## config.mk

```make
export PLATFORM = sky130hd
export DESIGN_NAME = meter_interrupt_status_flags
export DESIGN_NICKNAME = d
export VERILOG_FILES = /design/src/common/irq_flags_pkg.sv /design/src/meter_interrupt_status_flags.sv
export SDC_FILE = /design/constraint.sdc
export NUM_CORES = 1
export LEC_CHECK = 0
export BUFFER_PORTS_ARGS = -buffer_cell sky130_fd_sc_hd__buf_2
export CORE_UTILIZATION = 40
export CTS_BUF_LIST = sky130_fd_sc_hd__clkbuf_2
export CTS_CLUSTER_DIAMETER = 40
export CTS_CLUSTER_SIZE = 14
export DETAILED_ROUTE_END_ITERATION = 6
export GPL_TIMING_DRIVEN = 0
export PLACE_DENSITY = 0.6
export SYNTH_ARGS = -nofsm -noshare
export SYNTH_HDL_FRONTEND = slang
export SYNTH_SLANG_ARGS = --single-unit
export TNS_END_PERCENT = 50
```

## constraint.sdc

```tcl
create_clock -name clk -period 2.23 [get_ports clk]
set_input_delay 0.223 -clock clk [delete_from_list [all_inputs] [get_ports clk]]
set_output_delay 0.223 -clock clk [all_outputs]
set_load 0.02 [all_outputs]
```

## src/common/irq_flags_pkg.sv

```systemverilog
package irq_flags_pkg;
   // register byte offsets
   localparam logic [7:0] OFS_MASK = 8'h00;
   localparam logic [7:0] OFS_STATUS = 8'h04;
   localparam logic [7:0] OFS_RCLR_STATUS = 8'h08;
   localparam logic [7:0] OFS_MODE = 8'h0C;
   localparam logic [7:0] OFS_CALC_MODE = 8'h10;
   // field positions
   localparam int BIT_SAG_A = 3;
   localparam int BIT_ZXTO_A = 6;
   localparam int BIT_ZX_A = 9;
   localparam int BIT_ENERGY_DONE = 12;
   localparam int BIT_RESET_DONE = 13;
   localparam int BIT_VOLT_PEAK = 14;
   localparam int BIT_CURR_PEAK = 15;
   localparam int BIT_WAVE_READY = 16;
   localparam int BIT_ACT_SIGN = 17;
   localparam int BIT_REACT_SIGN = 18;
   localparam int BIT_ORDER_ERR = 19;
   localparam int BIT_SOFT_RESET = 6;
   localparam int FLAG_LO = 3;
   localparam int FLAG_W = 20;
   // reset values
   localparam logic [19:0] STATUS_RST = 20'h02000;
   localparam logic [19:0] MASK_RST = 20'h00000;
   localparam logic [7:0] MODE_RST = 8'h00;
   localparam logic [2:0] PHASE_SEL_RST = 3'h7;
   // soft reset duration
   localparam int CLK_MHZ = 250;
   localparam int SOFT_RESET_NS = 166000;
   localparam int SOFT_RESET_CYC = (SOFT_RESET_NS * CLK_MHZ + 999) / 1000;
endpackage

```

## src/meter_interrupt_status_flags.sv

```systemverilog
// Overview of operation
// sag events set bits 3 to 5
// missing crossings set bits 6 to 8
// rising crossings set bits 9 to 11
// line-cycle energy done sets bit 12
// soft reset sets bit 13 after 166us
// registers return to defaults on the same edge as done flag
// reset-done defaults one, clears on clearing read
// voltage peak over threshold sets bit 14
// current peak over threshold sets bit 15
// new waveform sample sets bit 16
// selected active power sign flip sets bit 17
// selected reactive power sign flip sets bit 18
// A then B crossing sets bit 19
// flags sticky until clearing status read
// irq low when flag set and unmasked
// clearing status read releases irq
// plain status read changes nothing
//
// Chosen here: the register addresses and the AHB-Lite slave port.
`timescale 1ns/1ps
`default_nettype none
module meter_interrupt_status_flags #(
   parameter int SOFT_RESET_CYCLES = irq_flags_pkg::SOFT_RESET_CYC
) (
   // clock and reset
   input wire logic clk,
   input wire logic arst_n,
   // ahb-lite slave
   input wire logic hsel,
   input wire logic [7:0] haddr,
   input wire logic [1:0] htrans,
   input wire logic hwrite,
   input wire logic [2:0] hsize,
   input wire logic hready,
   input wire logic [31:0] hwdata,
   output logic [31:0] hrdata,
   output logic hreadyout,
   output logic hresp,
   // event strobes from the detectors, one cycle each
   input wire logic [2:0] sag_evt,
   input wire logic [2:0] zx_timeout_evt,
   input wire logic [2:0] zx_rise_evt,
   input wire logic line_cycle_evt,
   input wire logic volt_peak_evt,
   input wire logic curr_peak_evt,
   input wire logic wave_sample_evt,
   input wire logic [2:0] active_sign_evt,
   input wire logic [2:0] reactive_sign_evt,
   // interrupt and soft reset state
   output logic irq_n,
   output logic soft_reset_busy,
   output logic [2:0] phase_include_select
);
   typedef struct packed {
      logic [19:0] status;
      logic [19:0] mask;
      logic [7:0] mode_reg;
      logic [2:0] phase_sel;
      logic busy;
      logic [31:0] rst_cnt;
      logic [1:0] zx_last;
      logic ph_write;
      logic ph_read;
      logic [7:0] ph_addr;
      logic [31:0] rdata;
      logic irq_n;
   } state_s;

   state_s cur_ff, nxt_ff;
   logic [19:0] set_vec;
   logic [19:0] flags_now;
   logic seq_err;

   assign hrdata = cur_ff.rdata;
   assign hreadyout = 1'b1;
   assign hresp = 1'b0;
   assign irq_n = cur_ff.irq_n;
   assign soft_reset_busy = cur_ff.busy;
   assign phase_include_select = cur_ff.phase_sel;

   always_comb begin
      nxt_ff = cur_ff;
      set_vec = '0;
      seq_err = 1'b0;
      // phase order tracking: a B crossing right after A is an order error
      if (zx_rise_evt[0]) begin
         nxt_ff.zx_last = 2'h1;
      end else if (zx_rise_evt[1]) begin
         seq_err = (cur_ff.zx_last == 2'h1);
         nxt_ff.zx_last = 2'h2;
      end else if (zx_rise_evt[2]) begin
         nxt_ff.zx_last = 2'h3;
      end
      if (!cur_ff.busy) begin
         set_vec[irq_flags_pkg::BIT_SAG_A +: 3] = sag_evt;
         set_vec[irq_flags_pkg::BIT_ZXTO_A +: 3] = zx_timeout_evt;
         set_vec[irq_flags_pkg::BIT_ZX_A +: 3] = zx_rise_evt;
         set_vec[irq_flags_pkg::BIT_ENERGY_DONE] = line_cycle_evt;
         set_vec[irq_flags_pkg::BIT_VOLT_PEAK] = volt_peak_evt;
         set_vec[irq_flags_pkg::BIT_CURR_PEAK] = curr_peak_evt;
         set_vec[irq_flags_pkg::BIT_WAVE_READY] = wave_sample_evt;
         set_vec[irq_flags_pkg::BIT_ACT_SIGN] = |(active_sign_evt & cur_ff.phase_sel);
         set_vec[irq_flags_pkg::BIT_REACT_SIGN] = |(reactive_sign_evt & cur_ff.phase_sel);
         set_vec[irq_flags_pkg::BIT_ORDER_ERR] = seq_err;
      end
      // data phase of the previous address phase
      if (cur_ff.ph_write) begin
         unique case (cur_ff.ph_addr)
            irq_flags_pkg::OFS_MASK: nxt_ff.mask = hwdata[19:0];
            irq_flags_pkg::OFS_CALC_MODE: nxt_ff.phase_sel = hwdata[2:0];
            irq_flags_pkg::OFS_MODE: begin
               nxt_ff.mode_reg = hwdata[7:0];
               if (hwdata[irq_flags_pkg::BIT_SOFT_RESET] && !cur_ff.busy) begin
                  nxt_ff.busy = 1'b1;
                  nxt_ff.rst_cnt = 32'h0;
               end
            end
            default: ;
         endcase
      end
      // clearing read; events of the same cycle survive
      flags_now = cur_ff.status;
      if (cur_ff.ph_read && cur_ff.ph_addr == irq_flags_pkg::OFS_RCLR_STATUS) begin
         flags_now = 20'h0;
      end
      nxt_ff.status = flags_now | set_vec;
      if (cur_ff.busy) begin
         if (cur_ff.rst_cnt >= 32'(SOFT_RESET_CYCLES - 1)) begin
            nxt_ff.busy = 1'b0;
            nxt_ff.mask = irq_flags_pkg::MASK_RST;
            nxt_ff.mode_reg = irq_flags_pkg::MODE_RST;
            nxt_ff.phase_sel = irq_flags_pkg::PHASE_SEL_RST;
            nxt_ff.zx_last = 2'h0;
            nxt_ff.status = irq_flags_pkg::STATUS_RST;
         end else begin
            nxt_ff.rst_cnt = cur_ff.rst_cnt + 32'h1;
         end
      end
      nxt_ff.irq_n = ~|(nxt_ff.status & nxt_ff.mask & 20'hFFFF8);
      nxt_ff.ph_write = 1'b0;
      nxt_ff.ph_read = 1'b0;
      if (hsel && hready && htrans[1]) begin
         nxt_ff.ph_write = hwrite;
         nxt_ff.ph_read = !hwrite;
         nxt_ff.ph_addr = haddr;
         unique case (haddr)
            irq_flags_pkg::OFS_MASK: nxt_ff.rdata = {12'h0, cur_ff.mask};
            irq_flags_pkg::OFS_STATUS: nxt_ff.rdata = {12'h0, cur_ff.status};
            irq_flags_pkg::OFS_RCLR_STATUS: nxt_ff.rdata = {12'h0, cur_ff.status};
            irq_flags_pkg::OFS_MODE: nxt_ff.rdata = {24'h0, cur_ff.mode_reg};
            irq_flags_pkg::OFS_CALC_MODE: nxt_ff.rdata = {29'h0, cur_ff.phase_sel};
            default: nxt_ff.rdata = 32'h0;
         endcase
      end
   end

   always_ff @(posedge clk or negedge arst_n) begin
      if (!arst_n) begin
         cur_ff <= '{status: irq_flags_pkg::STATUS_RST, mask: irq_flags_pkg::MASK_RST,
                     mode_reg: irq_flags_pkg::MODE_RST, phase_sel: irq_flags_pkg::PHASE_SEL_RST,
                     busy: 1'b0, rst_cnt: 32'h0, zx_last: 2'h0, ph_write: 1'b0,
                     ph_read: 1'b0, ph_addr: 8'h0, rdata: 32'h0, irq_n: 1'b1};
      end else begin
         cur_ff <= nxt_ff;
      end
   end

   a_irq_follows_flags: assert property (@(posedge clk) disable iff (!arst_n)
      1'b1 |=> (irq_n == ~|($past(nxt_ff.status) & $past(nxt_ff.mask) & 20'hFFFF8)))
      else $error("irq does not follow unmasked flags");
   a_sag_sets: assert property (@(posedge clk) disable iff (!arst_n)
      (sag_evt[0] && !cur_ff.busy) |=> cur_ff.status[3])
      else $error("sag a flag not set");
   a_timeout_sets: assert property (@(posedge clk) disable iff (!arst_n)
      (zx_timeout_evt[2] && !cur_ff.busy) |=> cur_ff.status[8])
      else $error("timeout c flag not set");
   a_rise_sets: assert property (@(posedge clk) disable iff (!arst_n)
      (zx_rise_evt[1] && !cur_ff.busy) |=> cur_ff.status[10])
      else $error("crossing b flag not set");
   a_energy_sets: assert property (@(posedge clk) disable iff (!arst_n)
      (line_cycle_evt && !cur_ff.busy) |=> cur_ff.status[12])
      else $error("energy flag not set");
   a_peak_sets: assert property (@(posedge clk) disable iff (!arst_n)
      (volt_peak_evt && curr_peak_evt && !cur_ff.busy) |=> (cur_ff.status[15:14] == 2'h3))
      else $error("peak flags not set");
   a_wave_sets: assert property (@(posedge clk) disable iff (!arst_n)
      (wave_sample_evt && !cur_ff.busy) |=> cur_ff.status[16])
      else $error("waveform flag not set");
   a_sign_sets: assert property (@(posedge clk) disable iff (!arst_n)
      (!cur_ff.busy && |(active_sign_evt & cur_ff.phase_sel)) |=> cur_ff.status[17])
      else $error("active sign flag not set");
   a_vsign_sets: assert property (@(posedge clk) disable iff (!arst_n)
      (!cur_ff.busy && |(reactive_sign_evt & cur_ff.phase_sel)) |=> cur_ff.status[18])
      else $error("reactive sign flag not set");
   a_seq_err: assert property (@(posedge clk) disable iff (!arst_n)
      (!cur_ff.busy && zx_rise_evt == 3'h2 && cur_ff.zx_last == 2'h1) |=> cur_ff.status[19])
      else $error("sequence error not flagged");
   a_flags_sticky: assert property (@(posedge clk) disable iff (!arst_n)
      (!(cur_ff.ph_read && cur_ff.ph_addr == irq_flags_pkg::OFS_RCLR_STATUS) && !cur_ff.busy)
      |=> ((cur_ff.status & $past(cur_ff.status)) == $past(cur_ff.status)))
      else $error("flag dropped without clearing read");
   a_reset_done: assert property (@(posedge clk) disable iff (!arst_n)
      (cur_ff.busy && cur_ff.rst_cnt == 32'(SOFT_RESET_CYCLES - 1))
      |=> (!cur_ff.busy && cur_ff.status == irq_flags_pkg::STATUS_RST && cur_ff.mask == 20'h0))
      else $error("soft reset did not finish with defaults");
   a_clear_read: assert property (@(posedge clk) disable iff (!arst_n)
      (cur_ff.ph_read && cur_ff.ph_addr == irq_flags_pkg::OFS_RCLR_STATUS && !cur_ff.busy
       && set_vec == 20'h0) |=> (cur_ff.status == 20'h0 && irq_n))
      else $error("clearing read did not clear");

   // per-phase event checks, one copy per phase
   for (genvar g = 0; g < 3; g++) begin : g_phase
      a_sag_phase: assert property (@(posedge clk) disable iff (!arst_n)
         (sag_evt[g] && !cur_ff.busy) |=> cur_ff.status[irq_flags_pkg::BIT_SAG_A + g])
         else $error("sag flag of a phase not set");
      a_timeout_phase: assert property (@(posedge clk) disable iff (!arst_n)
         (zx_timeout_evt[g] && !cur_ff.busy) |=> cur_ff.status[irq_flags_pkg::BIT_ZXTO_A + g])
         else $error("timeout flag of a phase not set");
      a_rise_phase: assert property (@(posedge clk) disable iff (!arst_n)
         (zx_rise_evt[g] && !cur_ff.busy) |=> cur_ff.status[irq_flags_pkg::BIT_ZX_A + g])
         else $error("crossing flag of a phase not set");
      a_act_phase: assert property (@(posedge clk) disable iff (!arst_n)
         (!cur_ff.busy && active_sign_evt[g] && cur_ff.phase_sel[g])
         |=> cur_ff.status[irq_flags_pkg::BIT_ACT_SIGN])
         else $error("selected active sign flip not flagged");
      a_react_phase: assert property (@(posedge clk) disable iff (!arst_n)
         (!cur_ff.busy && reactive_sign_evt[g] && cur_ff.phase_sel[g])
         |=> cur_ff.status[irq_flags_pkg::BIT_REACT_SIGN])
         else $error("selected reactive sign flip not flagged");
   end

   // interrupt level against the flags it stands for
   a_irq_low_set: assert property (@(posedge clk) disable iff (!arst_n)
      (|(cur_ff.status & cur_ff.mask & 20'hFFFF8)) |-> !irq_n)
      else $error("irq not low with an unmasked flag");
   a_irq_high_clear: assert property (@(posedge clk) disable iff (!arst_n)
      !(|(cur_ff.status & cur_ff.mask & 20'hFFFF8)) |-> irq_n)
      else $error("irq low with no unmasked flag");
   a_volt_peak: assert property (@(posedge clk) disable iff (!arst_n)
      (volt_peak_evt && !cur_ff.busy) |=> cur_ff.status[irq_flags_pkg::BIT_VOLT_PEAK])
      else $error("voltage peak flag not set");
   a_curr_peak: assert property (@(posedge clk) disable iff (!arst_n)
      (curr_peak_evt && !cur_ff.busy) |=> cur_ff.status[irq_flags_pkg::BIT_CURR_PEAK])
      else $error("current peak flag not set");
   a_low_bits: assert property (@(posedge clk) disable iff (!arst_n)
      cur_ff.status[2:0] == 3'h0)
      else $error("flag below bit three set");
   a_plain_read_irq: assert property (@(posedge clk) disable iff (!arst_n)
      (cur_ff.ph_read && cur_ff.ph_addr == irq_flags_pkg::OFS_STATUS && !cur_ff.busy && !irq_n)
      |=> !irq_n)
      else $error("plain status read released irq");
   a_plain_read_data: assert property (@(posedge clk) disable iff (!arst_n)
      (hsel && hready && htrans[1] && !hwrite && haddr == irq_flags_pkg::OFS_STATUS)
      |=> (hrdata == {12'h0, $past(cur_ff.status)}))
      else $error("status read returned wrong flags");
   a_clear_read_data: assert property (@(posedge clk) disable iff (!arst_n)
      (hsel && hready && htrans[1] && !hwrite && haddr == irq_flags_pkg::OFS_RCLR_STATUS)
      |=> (hrdata == {12'h0, $past(cur_ff.status)}))
      else $error("clearing read returned wrong flags");

   // soft reset sequence
   a_reset_start: assert property (@(posedge clk) disable iff (!arst_n)
      (cur_ff.ph_write && cur_ff.ph_addr == irq_flags_pkg::OFS_MODE
       && hwdata[irq_flags_pkg::BIT_SOFT_RESET] && !cur_ff.busy) |=> soft_reset_busy)
      else $error("soft reset did not start");
   a_reset_span: assert property (@(posedge clk) disable iff (!arst_n)
      cur_ff.busy |-> (cur_ff.rst_cnt < 32'(SOFT_RESET_CYCLES)))
      else $error("soft reset counter overran");
   a_busy_quiet: assert property (@(posedge clk) disable iff (!arst_n)
      (cur_ff.busy && cur_ff.rst_cnt < 32'(SOFT_RESET_CYCLES - 1)
       && !(cur_ff.ph_read && cur_ff.ph_addr == irq_flags_pkg::OFS_RCLR_STATUS))
      |=> (cur_ff.status == $past(cur_ff.status)))
      else $error("flag changed during soft reset");

   // register writes and phase order tracking
   a_mask_write: assert property (@(posedge clk) disable iff (!arst_n)
      (cur_ff.ph_write && cur_ff.ph_addr == irq_flags_pkg::OFS_MASK && !cur_ff.busy)
      |=> (cur_ff.mask == $past(hwdata[19:0])))
      else $error("mask write lost");
   a_select_write: assert property (@(posedge clk) disable iff (!arst_n)
      (cur_ff.ph_write && cur_ff.ph_addr == irq_flags_pkg::OFS_CALC_MODE && !cur_ff.busy)
      |=> (phase_include_select == $past(hwdata[2:0])))
      else $error("phase select write lost");
   a_order_track: assert property (@(posedge clk) disable iff (!arst_n)
      (zx_rise_evt == 3'h1 && !cur_ff.busy) |=> (cur_ff.zx_last == 2'h1))
      else $error("phase a crossing not remembered");
   a_bus_okay: assert property (@(posedge clk) disable iff (!arst_n)
      (hreadyout && !hresp))
      else $error("bus answer not ready and okay");
endmodule // meter_interrupt_status_flags
`default_nettype wire

```

==> results_dict.tcl <==
set metrics [dict create \
    status "finished, violations left" \
    violations_in_the_final_reports "negative setup slack" \
    drt-pass1-iter-count 5 \
    criticalPathCategory "reg -> reg" \
    clock_tree.root_cell "clkbuf_2" \
    worst-r2r-setup-slack_ps -300 \
    syn_area_um2 5704 \
    worstSetupEndpointType "flip-flop" \
    finalWorstSetupSlack_ps -302.8 \
    num-nets-final 809 \
    route.antenna.remaining_nets 0 \
    antenna-diode-count 0 \
    maxCapViolCount 0 \
    required_time_at_the_endpoint_of_the_critical_path_ps 2830 \
    power.share.clock_pct 34.0 \
    fillCellCount 1184 \
    drive_above_1_share_pct 39.23 \
    first_global_vias 5031 \
    chipWidth_um 121.4 \
    die-area_um2 14740 \
    hold_violations 0 \
    dr_total_vias 5055 \
    totalPowerFinal_w 0.004927 \
    postSynthRegisterBits 117 \
    rsz0062_at_grt "yes" \
    finalWorstPathRequiredPeriod_ps 2533 \
    power.switching_w 0.001430 \
    clock_latency_ps 700 \
    maxSlewHeadroom_pct 42.12 \
    grt_first_pass_wirelength_mm 25.54 \
    hold_path_class "in -> async" \
    final_wirelength_mm 16.69 \
    core_area_um2 13880 \
    grt_overflow_total 0 \
    cts.path.max_buffers 2 \
    clock_tree.htree_level_count 4 \
    power.sequential.fraction_pct 49.3 \
    clock_skew_ps 26.39 \
    start_util_pct 41.09 \
    netlist_instances 554 \
    achievable-frequency_ghz 0.3948 \
    cellInternalPower_w 0.003497 \
    cellLeakagePower_nw 3.748 \
    count_of_different_cell_masters_after_synthesis 57 \
    grt_antenna_before_repair 0 \
    worst_r2r_path_depth 7 \
    final_max_slew_viol_count 0 \
    endpoint_of_the_most_critical_register_to_register_path "irq_n" \
    least_margin_pin_slew_ps 856.2 \
    finalSetupViolations 67 \
    worst_ep_arrival_time_ps 3130 \
    finish.utilization_pct 58.39 \
    part_of_the_total_power_dissipated_in_combinational_logic_pct 16.7 \
    place.gp.congestion 0.8665 \
    avgSynthCellArea_um2 10.30 \
    detailedRoute.firstIterationViolations 395 \
    numCtsBuffers 17 \
    setup.worst_path.start_class "flip-flop" \
    asyncSetResetFlopFracSynth_pct 100.0 \
    area_growth_syn_to_layout_pct 42.09 \
    floorplan.die.height_um 121.4 \
    clkSlewWorstSetupHoldPaths_ps 190 \
    dp_hpwl_mm 10.77 \
    vdd_ir_drop_max_uv 603.2 \
    yosysWarningCount 0 \
    port_buffers 77 \
    route.detailed.drc 0 \
    worst-path-max-fanout 4 \
    ys_seq_area_share_pct 51.44 \
    clock_tree_from_tritoncts "built" \
    fraction_of_power_spent_switching_nets_pct 29.03 \
    ios 108 \
    global_route.usage.total_pct 22.92 \
    final.period_utilization_pct 113.6 \
    power_density_nw_per_um2 607.8 \
    detail_route.wl_per_cell_um 17.91 \
    edff_count_synth 0 \
    largest_net_degree_at_the_start_of_global_routing 60 \
    placementRows 43 \
    detailedPlace.worstSlack_ps -680.7 \
    postSynth.topFlopCell "dfrtp_1" \
    via_per_inst 5.424 \
    timing.rr.start "cur_ff[40]" \
    cts_sinks 117 \
]
cell usage after synthesis, types with 3 or more instances:
cell type,instances,area [µm²]
mux2_2,11,123.9
a21boi_0,4,30.03
nand4_1,11,68.82
nor2b_1,7,43.79
nand3_1,8,40.04
buf_1,6,22.52
a31oi_1,4,25.02
and4_1,3,26.28
nor4_4,3,63.81
o22ai_1,3,18.77
or3_1,4,25.02
o32ai_1,3,26.28
buf_2,4,20.02
xnor2_1,3,26.28
clkbuf_1,22,82.58
nand2_1,40,150.1
dfrtp_1,112,2803
nor2_1,42,157.7
o32a_1,3,30.03
and2_1,23,143.9
or4_1,6,45.04
o211ai_1,3,22.52
buf_4,37,277.8
a21oi_1,21,105.1
and3_1,3,18.77
nand2b_1,5,31.28
a222oi_1,8,80.08
nor3_1,10,50.05
a22oi_1,16,120.1
mux2i_1,26,260.3
dfstp_2,5,131.4
a22o_1,5,43.79
a221oi_1,3,26.28
o21ai_0,29,145.1
inv_1,14,52.55
nor4_1,9,56.30
o31ai_1,15,112.6
critical path, cell delays in order, from the launching register on:
cell	delay, ps
dfrtp_2	430
or4_4	590
or3_4	430
buf_6	140
a22o_1	170
a222oi_1	310
a31oi_1	160
nor4_2	200
stage by stage:
stage               TNS [ps]  cell area (µm²)  hold slack (ps)  std cells
floorplan              -1808             5788           -72.59        566
global placement      -90790             6399            391.1        823
detailed placement    -41110             6432            230.4        824
CTS                    -5692             7720            21.72        916
global route          -13100             8105           -19.53        932
finish                 -7147             8105            38.57        932
placed cells by master (no fill, tap or decap), types with 6 or more instances in the layout:
master / Yosys / final
dfrtp_1: 112 / 110
buf_2: 4 / 76
buf_4: 37 / 60
dlygate4sd3_1: 0 / 44
nand2_1: 40 / 38
mux2i_1: 26 / 25
nor2_1: 42 / 23
o21ai_0: 29 / 23
and2_1: 23 / 21
clkbuf_2: 0 / 19
a22oi_1: 16 / 16
nor2_4: 0 / 14
a21oi_1: 21 / 14
conb_1: 2 / 14
inv_1: 14 / 13
buf_6: 0 / 13
mux2_2: 11 / 11
nand4_1: 11 / 11
clkbuf_1: 22 / 9
a222oi_1: 8 / 8
buf_8: 0 / 7
a21oi_2: 0 / 7
o31ai_1: 15 / 7
buf_12: 0 / 6
nor4_1: 9 / 6
o31ai_2: 0 / 6
nand3_1: 8 / 6
nor3_4: 0 / 6
cell type report:
| type | instances | area [µm²] | share of cell area [%] |
|---|---|---|---|
| Sequential cell | 117 | 2937 | 36.23 |
| Multi-Input combinational cell | 366 | 2836 | 35.00 |
| Timing Repair Buffer | 159 | 1250 | 15.42 |
| Buffer | 64 | 508.0 | 6.267 |
| Tap cell | 180 | 225.2 | 2.779 |
| Clock inverter | 15 | 211.5 | 2.609 |
| Clock buffer | 17 | 85.08 | 1.050 |
| Inverter | 14 | 52.55 | 0.6483 |
sequential cells by signal, indices dropped and copies added (netlist names):
| name | count |
|---|---|
| cur_ff | 92 |
| irq_n | 1 |
| hrdata | 20 |
| soft_reset_busy | 1 |
| phase_include_select | 3 |
per-layer routing:
metal	global-route usage [%]	vias to the layer above	share of wire [%]
met5	0	-	0
li1	-	2336	-
met3	4.981	51	4.6
met2	37.39	168	49
met1	28.10	2500	41
met4	12.65	0	4.9
power by group through the flow:
stage	registers, W	clock network [W]	logic (W)
after floorplan	0.00242	0	0.000375
after global placement	0.00245	0	0.000550
after global routing	0.00245	0.00181	0.000889
after detailed placement	0.00246	0	0.000570
after CTS	0.00242	0.00169	0.000731
final	0.00243	0.00167	0.000823
what timing repair did:
action / in CTS / in global routing
setup buffers: 13 / 22
resized for setup: 97 / 80
cloned: 4 / 1
endpoints found under the setup margin: 85 / 94
hold endpoints to repair: 178 / 0
hold buffers: 44 / 0
pin swaps: 29 / 22
worst max path at each step:
stage	startpoint	endpoint	slack, ps
after floorplan	cur_ff[55]	irq_n	-130
after global placement	cur_ff[38]	irq_n	-680
after detailed placement	cur_ff[55]	cur_ff[100]	-680
after CTS	cur_ff[34]	irq_n	-300
after global routing	cur_ff[40]	irq_n	-380
final	cur_ff[40]	irq_n	-300
cells by family after synthesis:
family          synth area share [%]
xor+xnor                      0.6143
mux                            6.734
simple gates                   17.72
buf+inv                        7.984
other cells                   0.1317
compound gates                 15.16
fa+ha+maj                     0.2193
flops                          51.44
No activity file was read; power rests on OpenSTA's default activity.
